File: src/rtl/ehp_pkg.sv
// Purpose: shared constants and types for the host slave port link
// Assumes: 200 MHz clk, all link pins sampled synchronously
// Notes:   window base and timing counts live here
package ehp_pkg;
  localparam int          EHP_CLK_PERIOD_PS = 5000;
  // io window compare, address bits 15 down to 4
  localparam int          EHP_WIN_HI        = 15;
  localparam int          EHP_WIN_LO        = 4;
  localparam logic [11:0] EHP_WIN_BASE      = 12'h030;
  // bus clock period of the host side, in ns
  localparam int          EHP_BCLK_NS       = 120;
  localparam int          EHP_HALF_BCLK_NS  = EHP_BCLK_NS / 2;
  // half a bus clock, rounded down; used as the shortest strobe width
  localparam int          EHP_HALF_BCLK_CYC =
    (EHP_HALF_BCLK_NS * 1000) / EHP_CLK_PERIOD_PS;
  localparam int          EHP_STRB_CYC      =
    (EHP_HALF_BCLK_CYC < 1) ? 1 : EHP_HALF_BCLK_CYC;
  // address setup before the strobe, in clk cycles
  localparam int          EHP_SETUP_CYC     = 2;
  localparam logic [15:0] EHP_DATA_RST      = 16'h0000;
  localparam logic [7:0]  EHP_CNT_W8        = 8'h00;

  typedef enum logic [1:0] {EHP_LANE_BOTH, EHP_LANE_LO, EHP_LANE_HI,
                            EHP_LANE_NONE} ehp_lane_t;

  // byte-lane enables (active low) to lane selection
  function automatic logic [1:0] ehp_lane_sel(input logic be0_n,
                                              input logic be1_n);
    ehp_lane_sel = {~be1_n, ~be0_n};
  endfunction
endpackage

File: src/rtl/ehp_link_if.sv
// Purpose: pins between the slave port and the bus glue
// Assumes: one clock domain, data pins split by direction
// Notes:   data enable is active low, no shared data wire is modelled
`timescale 1ns/1ps
`default_nettype none
interface ehp_link_if;
  logic        addr_latch_strobe_n;
  logic        read_strobe_n;
  logic        write_strobe_n;
  logic        io_space_qualifier;
  logic        byte_lane0_enable_n;
  logic        byte_lane1_enable_n;
  logic [15:2] addr;
  logic        addr_bit1;
  logic        bus_mode_select_n;
  logic [15:0] data_h2d;
  logic [15:0] data_d2h;
  logic [1:0]  data_d2h_oe_n;
  logic        irq_out;
  logic        local_decode_hit_n;
  logic        async_ready;

  modport dev (
    input  addr_latch_strobe_n, read_strobe_n, write_strobe_n,
           io_space_qualifier, byte_lane0_enable_n, byte_lane1_enable_n,
           addr, addr_bit1, bus_mode_select_n, data_h2d,
    output data_d2h, data_d2h_oe_n, irq_out, local_decode_hit_n,
           async_ready
  );
  modport host (
    output addr_latch_strobe_n, read_strobe_n, write_strobe_n,
           io_space_qualifier, byte_lane0_enable_n, byte_lane1_enable_n,
           addr, addr_bit1, bus_mode_select_n, data_h2d,
    input  data_d2h, data_d2h_oe_n, irq_out, local_decode_hit_n,
           async_ready
  );
endinterface
`default_nettype wire

File: src/rtl/ehp_dev_port.sv
// Purpose: device end of the 16-bit asynchronous io slave port
// Assumes: strobes sampled on clk; host glue keeps its own timing
// Notes:   core side sees one-cycle read/write pulses with lane mask
`timescale 1ns/1ps
`default_nettype none
module ehp_dev_port
  import ehp_pkg::*;
(
  input  wire logic        clk,          // device clock
  input  wire logic        sys_rst,      // async reset, active high
  ehp_link_if.dev          link,         // host bus pins
  input  wire logic [15:0] rd_data,      // core read data for address
  input  wire logic        core_busy,    // core cannot finish access now
  input  wire logic        core_event,   // core interrupt event level
  output logic             wr_pulse,     // one-cycle write to core
  output logic             rd_pulse,     // one-cycle read start to core
  output logic [15:2]      acc_addr,     // latched access address
  output logic [1:0]       acc_lanes,    // latched lane mask, bit0 low
  output logic [15:0]      wr_data       // captured write data
);

  // ------------------------------------------------------------
  // address phase latches
  // ------------------------------------------------------------
  logic [15:2] addr_r;
  logic        qual_r;
  logic [1:0]  be_n_r;
  logic        rd_d_r;
  logic        wr_d_r;
  logic [15:2] addr_eff;
  logic        qual_eff;
  logic        rd_fall;
  logic        wr_fall;
  logic        wr_rise;

  assign rd_fall  = ~link.read_strobe_n & rd_d_r;
  assign wr_fall  = ~link.write_strobe_n & wr_d_r;
  assign wr_rise  = link.write_strobe_n & ~wr_d_r;

  // transparent while the strobe is low, the latch holds afterwards
  assign addr_eff = link.addr_latch_strobe_n ? addr_r : link.addr;
  assign qual_eff = link.addr_latch_strobe_n ? qual_r
                                             : link.io_space_qualifier;

  // edge history of the incoming strobes; idle level after reset so
  // that the release of reset never looks like a strobe edge
  always_ff @(posedge clk or posedge sys_rst) begin
    if (sys_rst) begin
      rd_d_r  <= 1'b1;
      wr_d_r  <= 1'b1;
    end else begin
      rd_d_r  <= link.read_strobe_n;
      wr_d_r  <= link.write_strobe_n;
    end
  end

  // address, qualifier and enables follow while low, freeze at the rise;
  // a level latch on clk needs no separate edge detector, at the cost
  // of following any glitch on the pins while the strobe is low
  always_ff @(posedge clk or posedge sys_rst) begin
    if (sys_rst) begin
      addr_r <= 14'h0000;
      qual_r <= 1'b1;
      be_n_r <= 2'h3;
    end else if (!link.addr_latch_strobe_n) begin
      addr_r <= link.addr;
      qual_r <= link.io_space_qualifier;
      be_n_r <= {link.byte_lane1_enable_n,
                 link.byte_lane0_enable_n};
    end
  end

  // ------------------------------------------------------------
  // decode
  // ------------------------------------------------------------
  logic hit;
  logic hit_n_r;
  logic [1:0] lanes;

  assign hit = (addr_eff[EHP_WIN_HI:EHP_WIN_LO] == EHP_WIN_BASE) & ~qual_eff;
  assign lanes = ehp_lane_sel(be_n_r[0], be_n_r[1]);

  // registered decode hit keeps the pin glitch free
  // the hit stays up while idle, as window and qualifier are latched
  always_ff @(posedge clk or posedge sys_rst) begin
    if (sys_rst) begin
      hit_n_r <= 1'b1;
    end else begin
      hit_n_r <= ~hit;
    end
  end
  assign link.local_decode_hit_n = hit_n_r;

  // ------------------------------------------------------------
  // data phase
  // ------------------------------------------------------------
  logic [15:0] dout_r;
  logic [1:0]  oe_n_r;
  logic [15:0] wdat_r;
  logic        wr_pulse_r;
  logic        rd_pulse_r;
  logic [15:2] acc_addr_r;
  logic [1:0]  acc_lanes_r;
  logic        rd_act;

  assign rd_act = ~link.read_strobe_n & hit;

  // read drive: only selected lanes leave tri-state
  always_ff @(posedge clk or posedge sys_rst) begin
    if (sys_rst) begin
      dout_r <= EHP_DATA_RST;
      oe_n_r <= 2'h3;
    end else begin
      dout_r <= rd_data;
      oe_n_r <= rd_act ? ~lanes : 2'h3;
    end
  end
  assign link.data_d2h      = dout_r;
  assign link.data_d2h_oe_n = oe_n_r;

  // write data sampled while the strobe is low, used at its rise
  // the last low sample is the value present at the trailing edge
  always_ff @(posedge clk or posedge sys_rst) begin
    if (sys_rst) begin
      wdat_r <= EHP_DATA_RST;
    end else if (!link.write_strobe_n) begin
      wdat_r <= link.data_h2d;
    end
  end

  // core pulses; ignored lanes keep old data so writes stay masked
  always_ff @(posedge clk or posedge sys_rst) begin
    if (sys_rst) begin
      wr_pulse_r  <= 1'b0;
      rd_pulse_r  <= 1'b0;
      acc_addr_r  <= 14'h0000;
      acc_lanes_r <= 2'h0;
      wr_data     <= EHP_DATA_RST;
    end else begin
      wr_pulse_r <= wr_rise & hit;
      rd_pulse_r <= rd_fall & hit;
      if ((wr_rise | rd_fall) & hit) begin
        acc_addr_r  <= addr_eff;
        acc_lanes_r <= lanes;
      end
      if (wr_rise & hit) begin
        if (lanes[0]) wr_data[7:0]  <= wdat_r[7:0];
        if (lanes[1]) wr_data[15:8] <= wdat_r[15:8];
      end
    end
  end
  assign wr_pulse  = wr_pulse_r;
  assign rd_pulse  = rd_pulse_r;
  assign acc_addr  = acc_addr_r;
  assign acc_lanes = acc_lanes_r;

  // ------------------------------------------------------------
  // ready and interrupt
  // ------------------------------------------------------------
  logic rdy_r;
  logic irq_r;

  // no wait states are normally needed; busy core is the rare case.
  // ready drops one clk after the strobe falls, which the host glue
  // covers by looking at it only after its fixed strobe width
  always_ff @(posedge clk or posedge sys_rst) begin
    if (sys_rst) begin
      rdy_r <= 1'b1;
    end else if ((rd_fall | wr_fall) & hit & core_busy) begin
      rdy_r <= 1'b0;
    end else if (!core_busy) begin
      rdy_r <= 1'b1;
    end
  end
  assign link.async_ready = rdy_r;

  // level follows the event; the host sees its rising edge
  always_ff @(posedge clk or posedge sys_rst) begin
    if (sys_rst) begin
      irq_r <= 1'b0;
    end else begin
      irq_r <= core_event;
    end
  end
  assign link.irq_out = irq_r;

endmodule
`default_nettype wire

File: src/flat_wrapper.sv
// flat-port wrapper written by rule: the top's interface ports become plain ports
module ehp_dev_port_flat import ehp_pkg::*;
  (clk, sys_rst, rd_data, core_busy, core_event, wr_pulse, rd_pulse, acc_addr, acc_lanes, wr_data, link_addr_latch_strobe_n, link_read_strobe_n, link_write_strobe_n, link_io_space_qualifier, link_byte_lane0_enable_n, link_byte_lane1_enable_n, link_addr, link_addr_bit1, link_bus_mode_select_n, link_data_h2d, link_data_d2h, link_data_d2h_oe_n, link_irq_out, link_local_decode_hit_n, link_async_ready);
  ehp_link_if link_i ();
  input  wire logic clk;
  input  wire logic sys_rst;
  input  wire logic [15:0] rd_data;
  input  wire logic core_busy;
  input  wire logic core_event;
  output logic wr_pulse;
  output logic rd_pulse;
  output logic [15:2] acc_addr;
  output logic [1:0] acc_lanes;
  output logic [15:0] wr_data;
  input wire logic [$bits(link_i.addr_latch_strobe_n)-1:0] link_addr_latch_strobe_n;
  input wire logic [$bits(link_i.read_strobe_n)-1:0] link_read_strobe_n;
  input wire logic [$bits(link_i.write_strobe_n)-1:0] link_write_strobe_n;
  input wire logic [$bits(link_i.io_space_qualifier)-1:0] link_io_space_qualifier;
  input wire logic [$bits(link_i.byte_lane0_enable_n)-1:0] link_byte_lane0_enable_n;
  input wire logic [$bits(link_i.byte_lane1_enable_n)-1:0] link_byte_lane1_enable_n;
  input wire logic [$bits(link_i.addr)-1:0] link_addr;
  input wire logic [$bits(link_i.addr_bit1)-1:0] link_addr_bit1;
  input wire logic [$bits(link_i.bus_mode_select_n)-1:0] link_bus_mode_select_n;
  input wire logic [$bits(link_i.data_h2d)-1:0] link_data_h2d;
  output wire logic [$bits(link_i.data_d2h)-1:0] link_data_d2h;
  output wire logic [$bits(link_i.data_d2h_oe_n)-1:0] link_data_d2h_oe_n;
  output wire logic [$bits(link_i.irq_out)-1:0] link_irq_out;
  output wire logic [$bits(link_i.local_decode_hit_n)-1:0] link_local_decode_hit_n;
  output wire logic [$bits(link_i.async_ready)-1:0] link_async_ready;
  assign link_i.addr_latch_strobe_n = link_addr_latch_strobe_n;
  assign link_i.read_strobe_n = link_read_strobe_n;
  assign link_i.write_strobe_n = link_write_strobe_n;
  assign link_i.io_space_qualifier = link_io_space_qualifier;
  assign link_i.byte_lane0_enable_n = link_byte_lane0_enable_n;
  assign link_i.byte_lane1_enable_n = link_byte_lane1_enable_n;
  assign link_i.addr = link_addr;
  assign link_i.addr_bit1 = link_addr_bit1;
  assign link_i.bus_mode_select_n = link_bus_mode_select_n;
  assign link_i.data_h2d = link_data_h2d;
  assign link_data_d2h = link_i.data_d2h;
  assign link_data_d2h_oe_n = link_i.data_d2h_oe_n;
  assign link_irq_out = link_i.irq_out;
  assign link_local_decode_hit_n = link_i.local_decode_hit_n;
  assign link_async_ready = link_i.async_ready;
  ehp_dev_port u_core (.clk(clk), .sys_rst(sys_rst), .link(link_i), .rd_data(rd_data), .core_busy(core_busy), .core_event(core_event), .wr_pulse(wr_pulse), .rd_pulse(rd_pulse), .acc_addr(acc_addr), .acc_lanes(acc_lanes), .wr_data(wr_data));
endmodule
File: config.mk
export PLATFORM = sky130hd
export DESIGN_NAME = ehp_dev_port_flat
export DESIGN_NICKNAME = d
export VERILOG_FILES = /design/src/rtl/ehp_pkg.sv /design/src/rtl/ehp_link_if.sv /design/src/rtl/ehp_dev_port.sv /design/src/flat_wrapper.sv
export SDC_FILE = /design/constraint.sdc
export NUM_CORES = 1
export LEC_CHECK = 0
export ABC_AREA = 1
export BUFFER_PORTS_ARGS = -buffer_cell sky130_fd_sc_hd__clkbuf_2
export CORE_UTILIZATION = 37
export DETAILED_ROUTE_END_ITERATION = 7
export GPL_ROUTABILITY_DRIVEN = 0
export GPL_TIMING_DRIVEN = 0
export SYNTH_ARGS = -nofsm -noshare
export SYNTH_HDL_FRONTEND = slang
export SYNTH_SLANG_ARGS = --single-unit
export TNS_END_PERCENT = 100
File: constraint.sdc
create_clock -name clk -period 7.9 [get_ports clk]
set_input_delay 0.79 -clock clk [delete_from_list [all_inputs] [get_ports clk]]
set_output_delay 0.79 -clock clk [all_outputs]
set_load 0.02 [all_outputs]
==> results.toml <==
[logic_synthesis]
synth_seq_cells = 90
syn_avg_cell_area_um2 = 10.26
synth_area_leaders = "dfrtp_1 (61%), nand2_1 (16%), dfstp_2 (7.1%)"
synth_top_family_by_area = "simple AND/OR/NAND/NOR gates"
netlist.area_leader.share_pct = 60.97
synth_simple_gate_area_share_pct = 22.88
synth_compound_area_share_pct = 3.011
ys_async_sr_fraction_pct = 100.0
synth_top_area_cell = "dfrtp_1"
syn_nets = 382
synthMuxAreaShare_pct = 0
synth_area_um2 = 3324
yosysSeqAreaShare_pct = 68.08
synth_flop_cell = "dfrtp_1"
synth_edf_count = 0
yosysWarnings = 0
synth_fa_ha_area_share_pct = 0
syn-instance-count = 324
synth-xor-area-share_pct = 0
synthDistinctLibCells = 22

[timing]
setup_tns_ns = 0
period_share_pct = 26.96
rsz0062_at_grt = "false"
maxSlewViolCount = 0
clock_skew_ns = 0.01014
worstMarginPinSlew_ns = 0.5287
max_freq_mhz = 469.5
slew_headroom_pct = 64.75
hold_viol_final = 0
post-route-min-period_ns = 2.130
setup_viol = 0

[layout]
nNetsFinal = 503
antennaDiodeCount = 0
fillers = 837
regArea_um2 = 2263
syn2layout_area_growth_pct = 28.23
multi_input_comb_area_um2 = 860.8
design_area_um2 = 4263
drive_above_1_share_pct = 34.00
postLayoutCoreUtil_pct = 48.88

[critical_path]
end_kind = "flop"
cp.depth = 8
crit_end = "u_core.wr_data[12]"
cp_max_fo = 10
crit_buf_inv = 5
critPathRequiredTime_ns = 8.18
r2r_end = "u_core.acc_addr[5]"
r2r_slack_ns = 6.36
critPathSlowestCell = "clkbuf_1"
r2r_cells = 4
r2r-start = "u_core.rd_d_r"
startpoint_type = "input pin"
critPathTopFamily = "buffers and inverters"
worstSetupPathType = "in2reg"
cp.arrival_ns = 2.41
startpoint = "link_write_strobe_n"
slowest_delay_ns = 0.45
worstPathCellList = "clkbuf_2, buf_2, inv_1, buf_2, nor2_2, clkbuf_1, nand4_1, nand2_1"
path_common_cell = "buf_2"

[clock_tree]
clk_path_buf_depth = 2
htree_levels = 3
cts_hold_buf = 0
clkSinkCount = 90
clk_pin_slew_worst_paths_ns = 0.09
numCtsBuffers = 9
cts_root_buffer = "clkbuf_8"
cts_tree = "built"
insertion_delay_ns = 0.35
cts_setup_buffers = 0
cts_resized = 0

[grt]
grt_pass1_wl_mm = 12.19
grt_max_degree = 50
first_global_vias = 2549
antenna_found_initial = 0
grt-ovfl-total = 0
grt_usage_pct = 16.39

[die]
die_h_um = 96.79
dieWidth_um = 96.79
start_util_pct = 38.12
rows = 34
core_um2 = 8721
dieArea_um2 = 9368
pin_count = 113

[power_and_ir_drop]
comb_power_share_pct = 8.1
seq_power_share_pct = 53.8
pwr-share-clk_pct = 38.1
peakVddDrop_v = 0.0001059
switchingPower_uw = 215.4
intPower_uw = 695.2
switching_share_pct = 23.65
power.density_nw_per_um2 = 213.6
p_leak_nw = 2.412

[drt]
vias_per_cell = 4.418
drt-wirelength-per-cell_um = 12.61
drtIter0Drc = 85
drtPass1Iterations = 4
totalWireLength_mm = 7.037
vias = 2465
ant_nets = 0
drcViolationCount = 0

[status]
run_status = "completed"

[placed_design]
dp_hpwl_mm = 5.145
io_buffers = 109
placed_area_um2 = 4035

[job]
maxCapViolations = 0

[hold_path]
hold_class = "in2async"
## power groups by stage
stage	clock network, mW	logic (mW)	registers (mW)
global placement	0	0.0719	0.499
floorplan	0	0.0378	0.504
detailed placement	0	0.0759	0.499
CTS	0.356	0.0761	0.490
finish	0.346	0.0741	0.490
global route	0.371	0.0856	0.493
## cells by family (layout without fill, tap and decap cells)
| group | after synthesis | after routing |
|---|---|---|
| flops | 90 | 90 |
| compound gates | 15 | 15 |
| simple gates | 178 | 178 |
| buf+inv | 41 | 167 |
## how the worst min path moves through the flow
stage / to / slack (ns) / cells past startpoint / start
finish: u_core.link.data_d2h[4] / 0.47 / 2 / sys_rst
global route: u_core.acc_addr[8] / 0.49 / 2 / u_core.acc_addr[8]
CTS: u_core.link.data_d2h[4] / 0.47 / 2 / sys_rst
detailed placement: u_core.wr_data[6] / 0.46 / 2 / u_core.wr_data[6]
global placement: u_core.acc_addr[8] / 0.45 / 2 / u_core.acc_addr[8]
floorplan: u_core.addr_r[12] / 0.44 / 2 / u_core.addr_r[12]
## layout make-up
cell class / count / share of cell area, %
repair buffers: 110 / 13.44
plain buffers: 14 / 2.260
clock inverters: 6 / 2.113
flip-flops and latches: 90 / 53.10
clock buffers: 10 / 3.229
well taps: 108 / 3.170
inverters: 27 / 2.495
multi-input cells: 193 / 20.19
## placed cells by master (no fill, tap or decap)
master	n
a21boi_0	6
a21boi_1	4
buf_1	1
buf_16	1
buf_2	2
buf_4	1
buf_6	5
bufinv_16	2
clkbuf_1	5
clkbuf_2	109
clkbuf_8	10
clkinvlp_4	4
dfrtp_1	81
dfstp_2	9
inv_1	25
inv_4	2
nand2_1	142
nand2_2	3
nand3_1	5
nand3_2	3
nand4_1	16
nor2_1	6
nor2_2	1
nor2_8	1
nor3_1	1
o21ai_0	3
o21ai_1	2
## metal layers
metal  GRT usage (%)  part of all wire [%]
met5               0                     0
met1           21.37                    47
met2           25.79                    46
met4           8.726                   2.4
met3           3.396                   4.5
## registers in the layout, summed over array words and instances (netlist names)
register and flops:
u_core.be_n_r 2, u_core.wr_data 16, u_core.qual_r 1, u_core.wr_pulse 1
u_core.link.data_d2h_oe_n 2, u_core.link.data_d2h 16, u_core.acc_addr 14, u_core.rd_d_r 1
u_core.wr_d_r 1, u_core.addr_r 14, u_core.link.async_ready 1, u_core.link.irq_out 1
u_core.rd_pulse 1, u_core.acc_lanes 2, u_core.wdat_r 16, u_core.link.local_decode_hit_n 1
## cells in the mapped netlist, types with 4 or more instances
master    count
a21boi_1      4
dfrtp_1      81
nand4_1      16
inv_1        26
clkbuf_1      5
dfstp_2       9
a21boi_0      6
nand2_1     142
nand3_1       5
buf_6         5
nor2_1        6
## per-stage QoR
stage / setup slack [ns] / hold WS, ns / power (mW) / cells
after detailed placement: 5.428 / 0.4581 / 0.5752 / 542
after global routing: 5.581 / 0.4897 / 0.9494 / 558
after global placement: 3.780 / 0.4503 / 0.5706 / 541
after CTS: 5.812 / 0.4696 / 0.9222 / 558
final: 5.770 / 0.4684 / 0.9106 / 558
after floorplan: 4.790 / 0.4416 / 0.5418 / 324
Power figures use the tool's default switching activity.
